## config.mk

```make
export PLATFORM = sky130hd
export DESIGN_NAME = aux_barcode_line_input
export DESIGN_NICKNAME = d
export VERILOG_FILES = /design/src/logic/aux_line_pkg.sv /design/src/logic/aux_char_if.sv /design/src/logic/aux_barcode_line_input.sv /design/src/logic/aux_char_rx.sv
export SDC_FILE = /design/constraint.sdc
export NUM_CORES = 1
export LEC_CHECK = 0
export BUFFER_PORTS_ARGS = -buffer_cell sky130_fd_sc_hd__buf_4
export CAP_MARGIN = 20
export CORE_MARGIN = 2
export CORE_UTILIZATION = 53
export CTS_CLUSTER_SIZE = 28
export DETAILED_ROUTE_END_ITERATION = 12
export PLACE_DENSITY = 0.68
export REMOVE_ABC_BUFFERS = 1
export SLEW_MARGIN = 0
export SYNTH_ARGS = -nofsm -noshare
export SYNTH_HDL_FRONTEND = slang
export SYNTH_SLANG_ARGS = --single-unit
export TNS_END_PERCENT = 50
```

## constraint.sdc

```tcl
create_clock -name clk -period 10.3 [get_ports clk]
set_input_delay 0.515 -clock clk [delete_from_list [all_inputs] [get_ports clk]]
set_output_delay 0.515 -clock clk [all_outputs]
set_load 0.1 [all_outputs]
```

## src/logic/aux_line_pkg.sv

```systemverilog
/*
 Constants of the auxiliary serial input: line timing, character codes,
 string limits and the status tag given to auxiliary results.
 Assumes a single 20 MHz system clock.
*/
package aux_line_pkg;
   localparam int unsigned CLK_HZ = 20_000_000;
   localparam int unsigned BAUD_RATE = 9_600;
   localparam int unsigned BIT_CYCLES = CLK_HZ / BAUD_RATE;
   localparam int unsigned HALF_BIT_CYCLES = BIT_CYCLES / 2;
   localparam int unsigned DATA_BITS = 8;
   localparam logic [7:0] CHAR_CR = 8'h0D;
   localparam logic [7:0] CHAR_SPACE = 8'h20;
   localparam logic [7:0] CHAR_DEL = 8'h7F;
   localparam int unsigned MAX_LEN = 50;
   localparam logic [3:0] AUX_DIAG_CODE = 4'h7;
   localparam logic [3:0] NO_DIAG_CODE = 4'h0;
   localparam int unsigned QUEUE_DEPTH = 128;
   typedef enum logic [1:0]
   {
      RX_IDLE = 2'b00,
      RX_START = 2'b01,
      RX_DATA = 2'b10,
      RX_STOP = 2'b11
   } rx_state_t;
endpackage : aux_line_pkg

```

## src/logic/aux_char_if.sv

```systemverilog
/*
 Carries one received character from the line receiver to the string
 collector. Assumes both ends share one clock.
*/
interface aux_char_if;
   logic valid;
   logic [7:0] data;
   modport src (output valid, output data);
   modport dst (input valid, input data);
endinterface : aux_char_if

```

## src/logic/aux_barcode_line_input.sv

```systemverilog
/*
 Auxiliary serial input: collects bar code strings from a terminal or
 handheld decoder and hands them to the host path after the reading pulse.
 Assumes read_pulse and err_status_en are asynchronous levels and the host
 path drains characters with a valid/ready handshake.
*/
module aux_barcode_line_input
   import aux_line_pkg::*;
#(
   parameter int unsigned DEPTH = QUEUE_DEPTH,
   parameter int unsigned BIT_CYC = BIT_CYCLES
)
(
   // Clock and reset
   input wire logic clk,
   input wire logic rst,
   // Auxiliary serial line
   input wire logic aux_rxd,
   output logic aux_txd,
   // Reading control
   input wire logic read_pulse,
   input wire logic err_status_en,
   // Result stream to host path
   output logic out_valid,
   input wire logic out_ready,
   output logic [7:0] out_data,
   output logic out_last,
   output logic [3:0] out_status
);
   import aux_line_pkg::*;

   localparam int unsigned AW = $clog2(DEPTH);

   if (DEPTH < MAX_LEN + 1 || DEPTH != (1 << AW))
   begin : g_chk
      $error("Queue depth must be a power of two above the string limit");
   end

   aux_char_if chr ();

   aux_char_rx #(.BIT_CYC(BIT_CYC)) u_rx
   (
      .clk(clk),
      .rst(rst),
      .rxd(aux_rxd),
      .chr(chr)
   );

   logic [1:0] pulse_q, en_q;
   logic [8:0] mem [DEPTH];
   logic [AW-1:0] wp_q, rp_q;
   logic [AW:0] cnt_q;
   logic [AW:0] str_q;
   logic [5:0] len_q;
   logic sending_q;

   wire pulse_s = pulse_q[1];
   wire en_s = en_q[1];
   wire is_cr = chr.data == CHAR_CR;
   wire is_ctrl = chr.data < CHAR_SPACE || chr.data == CHAR_DEL;
   wire [AW:0] free = (AW + 1)'(DEPTH) - cnt_q;
   // Last slot kept for the terminator of the open string
   wire push_chr = chr.valid && !is_ctrl && len_q < 6'(MAX_LEN)
      && free > (AW + 1)'(1);
   wire push_end = chr.valid && is_cr && len_q != 6'h00
      && free != '0;
   wire push = push_chr || push_end;
   wire [8:0] head = mem[rp_q];
   wire pop = out_valid && out_ready;
   wire pop_end = pop && head[8];

   always_ff @(posedge clk or posedge rst)
   begin
      if (rst)
      begin
         pulse_q <= 2'b00;
         en_q <= 2'b00;
      end
      else
      begin
         pulse_q <= {pulse_q[0], read_pulse};
         en_q <= {en_q[0], err_status_en};
      end
   end

   always_ff @(posedge clk)
   begin
      if (push)
         mem[wp_q] <= {push_end, chr.data};
   end

   always_ff @(posedge clk or posedge rst)
   begin
      if (rst)
      begin
         wp_q <= '0;
         rp_q <= '0;
         cnt_q <= '0;
         str_q <= '0;
         len_q <= 6'h00;
         sending_q <= 1'b0;
      end
      else
      begin
         wp_q <= wp_q + AW'(push);
         rp_q <= rp_q + AW'(pop);
         cnt_q <= cnt_q + (AW + 1)'(push) - (AW + 1)'(pop);
         str_q <= str_q + (AW + 1)'(push_end) - (AW + 1)'(pop_end);
         if (push_end)
            len_q <= 6'h00;
         else if (push_chr)
            len_q <= len_q + 6'h01;
         if (pop)
            sending_q <= !head[8];
      end
   end

   // Whole strings only; a string in flight is finished
   assign out_valid = str_q != '0 && (!pulse_s || sending_q);
   assign out_data = head[7:0];
   assign out_last = head[8];
   assign out_status = en_s ? AUX_DIAG_CODE : NO_DIAG_CODE;
   assign aux_txd = 1'b1;
endmodule : aux_barcode_line_input

```

## src/logic/aux_char_rx.sv

```systemverilog
/*
 Asynchronous character receiver, 8 data bits, no parity, 1 stop bit.
 Assumes the line idles high and arrives unsynchronised.
*/
module aux_char_rx
   import aux_line_pkg::*;
#(
   parameter int unsigned BIT_CYC = BIT_CYCLES
)
(
   // Clock and reset
   input wire logic clk,
   input wire logic rst,
   // Serial line
   input wire logic rxd,
   // Received characters
   aux_char_if.src chr
);
   if (BIT_CYC < 4 || BIT_CYC > 4095)
   begin : g_chk
      $error("Bit period out of range");
   end

   logic [1:0] sync_q;
   logic [11:0] cnt_q, cnt_d;
   logic [2:0] bit_q, bit_d;
   logic [7:0] sh_q, sh_d;
   logic valid_q, valid_d;
   logic [7:0] data_q, data_d;
   rx_state_t st_q, st_d;
   wire line = sync_q[1];
   wire cnt_done = (cnt_q == 12'h000);

   always_ff @(posedge clk or posedge rst)
   begin
      if (rst)
      begin
         sync_q <= 2'b11;
         st_q <= RX_IDLE;
         cnt_q <= 12'h000;
         bit_q <= 3'h0;
         sh_q <= 8'h00;
         valid_q <= 1'b0;
         data_q <= 8'h00;
      end
      else
      begin
         sync_q <= {sync_q[0], rxd};
         st_q <= st_d;
         cnt_q <= cnt_d;
         bit_q <= bit_d;
         sh_q <= sh_d;
         valid_q <= valid_d;
         data_q <= data_d;
      end
   end

   always_comb
   begin
      st_d = st_q;
      cnt_d = cnt_done ? 12'h000 : cnt_q - 12'h001;
      bit_d = bit_q;
      sh_d = sh_q;
      valid_d = 1'b0;
      data_d = data_q;
      case (st_q)
         RX_IDLE:
         begin
            if (!line)
            begin
               st_d = RX_START;
               cnt_d = 12'(BIT_CYC / 2 - 1);
            end
         end
         RX_START:
         begin
            if (cnt_done)
            begin
               st_d = line ? RX_IDLE : RX_DATA;
               cnt_d = 12'(BIT_CYC - 1);
               bit_d = 3'h0;
            end
         end
         RX_DATA:
         begin
            if (cnt_done)
            begin
               sh_d = {line, sh_q[7:1]};
               cnt_d = 12'(BIT_CYC - 1);
               bit_d = bit_q + 3'h1;
               if (bit_q == 3'(DATA_BITS - 1))
                  st_d = RX_STOP;
            end
         end
         RX_STOP:
         begin
            if (cnt_done)
            begin
               st_d = RX_IDLE;
               // Framing error drops the character
               valid_d = line;
               data_d = line ? sh_q : data_q;
            end
         end
         default:
            st_d = RX_IDLE;
      endcase
   end

   assign chr.valid = valid_q;
   assign chr.data = data_q;
endmodule : aux_char_rx

```

# Yosys cells after proc, flatten, opt, wreduce, memory -nomap -nowiden
# Memories as Yosys holds them, arrays and structs flattened.
# Cells that the tools add are included.
[totals] register_bits=77 mem_bits_rw=1152 output_inout_bits=15 wordCells=88 mem_count=1
[classes] n_addsub=10 n_lt_le_gt_ge=3 eq_ne=11 mux=21 reduce_logical=27
[memory_table] memory="mem" depth=128 word_bits=9 rd=1 rd_ports_with_merged_regs=0 write_ports=1 line_no="aux_barcode_line_input.sv:50" source="logic [8:0] mem [DEPTH];"
[op_table] op="$mux 12" count=3
[op_table] op="$pmux 12 s2" count=1
[op_table] op="$add 8x1->8" count=2
[op_table] op="$reduce_bool 8->1" count=2
[op_table] op="$sub 8x1->8" count=2
[op_table] op="$add 7x1->7" count=2
[op_table] op="$logic_not 12->1" count=1
[op_table] op="$mux 2" count=6
[op_table] op="$mux 6" count=2
[op_table] op="$sub 12x1->12 const B" count=1
[op_table] op="$logic_and 1x1->1" count=9
[op_table] op="$mux 3" count=3
[op_table] op="$eq 8x4->1 const B" count=1
[op_table] op="$eq 8x7->1 const B" count=1
[op_table] op="$gt 8x1->1 const B" count=1
[op_table] op="$lt 8x6->1 const B" count=1
[op_table] op="$ne 2x1->1 const B" count=4
[op_table] op="$pmux 2 s4" count=1
[op_table] op="$sub 8x8->8 const A" count=1
[op_table] op="$add 6x1->6 const B" count=1
[op_table] op="$lt 6x6->1 const B" count=1
[op_table] op="$pmux 3 s2" count=1
[op_table] op="$reduce_and 3->1" count=2
[op_table] op="$reduce_bool 6->1" count=1
[op_table] op="other kinds (13)" count=22

# Depth between registers and ports, before layout
[logic_depth] depth_word=9 ltp_mapped=22 ltp_nobuf=19

# Hierarchy
# A second synthesis with hierarchy kept.
[unflattened] cells_unflattened=2413 hier_area_um2=48933.2
[by_module_without_submodules] module="aux_barcode_line_input" n_inst=1 cells_each=2268 area_per_inst_um2=47200.3 seq_area_each_um2=35619.2
[by_module_without_submodules] module="aux_char_rx" n_inst=1 cells_each=145 area_per_inst_um2=1732.9 seq_area_each_um2=903.4

# Worst setup path before layout
# No wires, ideal clock.
[synth_timing] path_kind="reg2reg" startpoint="register u_rx.data_q[3] (netlist: u_rx.chr.data[3])" endpoint="register str_q[6]" arrival_ns=6.469 required_time_ns=10.178 setup_slack_ns=3.708 stages_incl_launch_ff=17 path_buffers=1 synth_period_minus_slack_ns=6.592 cell_sequence="dfrtp_1 > nand3_1 > nor4_1 > and2_1 > clkbuf_1 > inv_1 > ha_1 > inv_1 > ha_1 > inv_1 > fa_1 > nand2b_1 > a21oi_1 > o21ai_0 > a21oi_1 > nor2_1 > xnor2_1"
[synth_between] elab_chain_len=6
[synth_lines] element="start, declared" line_no="aux_char_rx.sv:29" source="logic [7:0] data_q, data_d;"
[synth_lines] element="start signal, assigned" line_no="aux_char_rx.sv:54" source="data_q <= data_d;"
[synth_lines] element="$eq 8x4->1" line_no="aux_barcode_line_input.sv:59" source="wire is_cr = chr.data == CHAR_CR;"
[synth_lines] element="$logic_and 1x1->1 (2 in series)" line_no="aux_barcode_line_input.sv:65" source="wire push_end = chr.valid && is_cr && len_q != 6'h00"
[synth_lines] element="$logic_and 1x1->1" line_no="aux_barcode_line_input.sv:66" source="&& free != '0;"
[synth_lines] element="net push_end" line_no="aux_barcode_line_input.sv:65"
[synth_lines] element="$add 8x1->8" line_no="aux_barcode_line_input.sv:108" source="str_q <= str_q + (AW + 1)'(push_end) - (AW + 1)'(pop_end);"
[synth_lines] element="$sub 8x1->8" line_no="aux_barcode_line_input.sv:108"
[synth_lines] element="end signal, assigned" line_no="aux_barcode_line_input.sv:108"
[synth_lines] element="end, declared" line_no="aux_barcode_line_input.sv:53" source="logic [AW:0] str_q;"
# The timed path passes the listed nets, and every way through them passes these cells.
# A chain may end at the register's enable or synchronous reset.

# Final worst setup path
[layout_timing] startpoint="register rp_q[0]" endpoint="output port out_data[2]"
[layout_between] elab_chain_len=1
[layout_lines] element="start, declared" line_no="aux_barcode_line_input.sv:51" source="logic [AW-1:0] wp_q, rp_q;"
[layout_lines] element="start signal, assigned" line_no="aux_barcode_line_input.sv:106" source="rp_q <= rp_q + AW'(pop);"
[layout_lines] element="$mem_v2 128x9"
[layout_lines] element="end, declared" line_no="aux_barcode_line_input.sv:26" source="output logic [7:0] out_data,"
# Every way passes these cells.

==> impl_metrics.csv <==
group,metric,value,unit
run_status,status,"finished, final reports clean",
grt,grt-ovfl-total,0,
critical_path,crit_slowest_cell,"buf_4",
drt,wl_per_cell,30.1,um
flow_run,cap_violations,0,
finish,fin_cells,3861,
critical_path,arrival,5390,ps
synthesis,async_reset_ff_frac,0.0627,
finish,nets,2621,
synthesis,syn_area,49000,um2
die,dieArea,95000,um2
die,fp.coreArea,91700,um2
cts,clk_pin_slew,60,ps
critical_path,cpPeakStageDelay,910,ps
critical_path,crit_path_frequent_cell,"buf_4",
synthesis,avgSynthCellArea,20.1,um2
cts,cts-htree-levels,3,
drt,drc,0,
grt,grt_use_met3,0.0677,
drt,via_per_inst,6.44,
drt,drtPass1Iterations,5,
critical_path,end_kind,"primary output",
sta,finalSetupTns,0,ps
worst_hold_path,hold_path.class,"reg -> reg",
placed_design,portBuffers,18,
synthesis,synth_seq_area_share,0.745,
synthesis,synth_cells,2436,
cts,cts_buffer_depth,3,
synthesis,synth_edf_count,1152,
sta,rsz0062_at_grt,"false",
critical_path,path_cells,"buf_4 -> buf_4 -> mux4_2 -> o22ai_1 -> a2111oi_0 -> buf_4 -> nor3_1 -> a31oi_1 -> buf_4",
die,rows,111,
drt,vias,24853,
power_and_ir_drop,pwr_density_cell,231,nW/um2
die,die_w,308,um
synthesis,ys_ff_latch,1229,
synthesis,ys_warn_count,0,
grt,use_met1,0.346,
sta,fin_crit,5900,ps
sta,slew_viol_final,0,
placed_design,gp_congestion,0.869,
sta,finClkSkew,33.6,ps
sta,setup_violations,0,
sta,tightest_slew,1110,ps
finish,syn2layout_area_growth,12.4,%
critical_path,crit_buf_inv,4,
cts,clock_latency,700,ps
grt,grt_pass1_vias,25168,
placed_design,dpl_cell_area,51000,um2
die,die_h,308,um
cts,cts_sinks,1229,
grt,antenna_found_initial,0,
critical_path,crit_type,"reg -> out",
cts,cts_tree,"built",
power_and_ir_drop,power,0.0127,W
critical_path,cpLargestDelayFamily,"buffers and inverters",
critical_path,crit_path_max_fanout,52,
placed_design,hpwl,70.7,mm
cts,clock-root-buffer,"clkbuf_16",
worst_hold_path,hold_depth,0,
grt,grtUsageTotal,0.250,
placed_design,place_inst,3634,
critical_path,reg2reg_depth,19,
drt,ant_nets,0,
synthesis,yosys.cell_types.count,78,
synthesis,ys.flop_type,"edfxtp_1",
power_and_ir_drop,vdd_drop_max,0.201,mV
finish,drive_above_1_share,0.258,
drt,wl,116,mm
cts,post_cts_buffers,0,
grt,grt_pass1_wl,171,mm
grt,busiest_layer,"met2",
grt,grt_max_degree,107,
critical_path,cp.depth,9,
finish,fillerInstances,6452,
critical_path,start_kind,"flop",
die,io_pins,21,
cts,cts_buffers,119,
sta,slew_headroom,0.260,
finish,antenna_cells,0,
sta,period_share,0.573,
finish,design_area,55100,um2
die,start_util,0.535,
drt,drt_iter0_markers,2776,
sta,fmax,169,MHz
power_and_ir_drop,leakage,14.8,nW
sta,hold_viol_final,0,
critical_path,required,9790,ps
grt,met2_usage,0.388,
## cell type report
cell class / count / area [um2] / share of cell area
Multi-Input combinational cell: 1023 / 11600 / 0.211
Clock buffer: 144 / 3140 / 0.0570
Tap cell: 1186 / 1480 / 0.0269
Clock inverter: 77 / 876 / 0.0159
Timing Repair Buffer: 159 / 1240 / 0.0225
Inverter: 43 / 163 / 0.00295
Sequential cell: 1229 / 36600 / 0.664
## power by group
part	internal [W]	switching (W)
logic	0.000898	0.00179
registers	0.00544	0.000121
clock network	0.00264	0.00183
## stage by stage
stage          hold slack, ps  utilization  worst slack [ps]
2_1_floorplan             331            -             -5060
3_3_place_gp              335        0.556              4490
3_5_place_dp              336        0.556              4480
4_1_cts                   348        0.601              4410
5_1_grt                   352        0.601              4030
6_report                  347        0.601              4400
## worst paths after layout
path	start	endpoint	slack (ps)
worst max-delay path	rp_q[0]	out_data[2]	4400
worst min-delay path	pulse_q[0]	pulse_q[1]	350
worst max register to register	rp_q[0]	str_q[6]	4570
worst min register to register	pulse_q[0]	pulse_q[1]	350
max in group asynchronous	rst	rp_q[2]	8770
min in group asynchronous	rst	u_rx.chr.data[0]	420
## routing by layer
layer | up-vias | wire, um
met5 | - | 0
met4 | 0 | 4070
met3 | 250 | 11500
met2 | 1209 | 55200
met1 | 13019 | 45500
li1 | 10375 | -
## logic make-up after synthesis
logic type               share of synthesized area
flip-flops                                   0.745
multiplexers                                 0.146
AND/OR/NAND/NOR                             0.0382
adder cells (fa/ha/maj)                     0.0105
other                                     0.000153
AO/OA/AOI/OAI                               0.0319
buffers and inverters                       0.0224
XOR/XNOR                                   0.00590
## flip-flops by register name (all words and copies together) (netlist names), named ones only
| name | cells |
|---|---|
| mem | 1152 |
| u_rx.cnt_q | 12 |
| cnt_q | 8 |
| str_q | 8 |
| u_rx.chr.data | 8 |
| u_rx.sh_q | 8 |
| rp_q | 7 |
| wp_q | 7 |
| len_q | 6 |
| u_rx.bit_q | 3 |
| en_q | 2 |
| pulse_q | 2 |
| u_rx.sync_q | 2 |
| sending_q | 1 |
| u_rx.chr.valid | 1 |
| u_rx.st_q | 1 |
## cells in the final DEF, fill, tap and decap left out, types with 11 or more instances in the layout
cell type / synthesis / final
edfxtp_1: 1152 / 1152
mux4_2: 255 / 255
buf_4: 21 / 152
clkbuf_16: 0 / 122
nor3_1: 142 / 99
nand2_1: 80 / 80
dfrtp_1: 75 / 63
mux2i_1: 44 / 44
nor3_2: 0 / 43
inv_1: 40 / 39
nor2_1: 39 / 38
ha_1: 38 / 38
a21oi_1: 36 / 36
o22ai_1: 36 / 36
mux2_2: 28 / 28
clkinv_2: 0 / 28
o21ai_0: 27 / 27
mux4_1: 25 / 25
clkinv_1: 2 / 24
xnor2_1: 23 / 23
a22oi_1: 22 / 21
clkbuf_1: 45 / 20
nand3_1: 20 / 19
bufinv_16: 0 / 19
nor2b_1: 18 / 17
nand2b_1: 15 / 15
a221oi_1: 13 / 13
and3_1: 12 / 12
nand4_1: 11 / 11
dfrtp_4: 0 / 11
## synth_stat cells, drive strengths merged (18+ instances only)
| cell type | count | area [um2] |
|---|---|---|
| a21oi | 37 | 189 |
| a22oi | 22 | 165 |
| buf | 94 | 752 |
| clkbuf | 46 | 176 |
| dfrtp | 75 | 1880 |
| edfxtp | 1152 | 34600 |
| ha | 38 | 475 |
| inv | 41 | 154 |
| mux2 | 28 | 315 |
| mux2i | 44 | 440 |
| mux4 | 280 | 6400 |
| nand2 | 80 | 300 |
| nand3 | 20 | 100 |
| nor2 | 39 | 146 |
| nor2b | 18 | 113 |
| nor3 | 142 | 711 |
| o21ai | 28 | 140 |
| o22ai | 36 | 225 |
| xnor2 | 23 | 201 |
## timing repair
item / CTS / global route
setup endpoints to repair: 0 / 0
endpoints found under the hold margin: 34 / 0
gates resized for setup: 0 / 0
hold buffers: 4 / 0
Power figures use the tool's default switching activity.
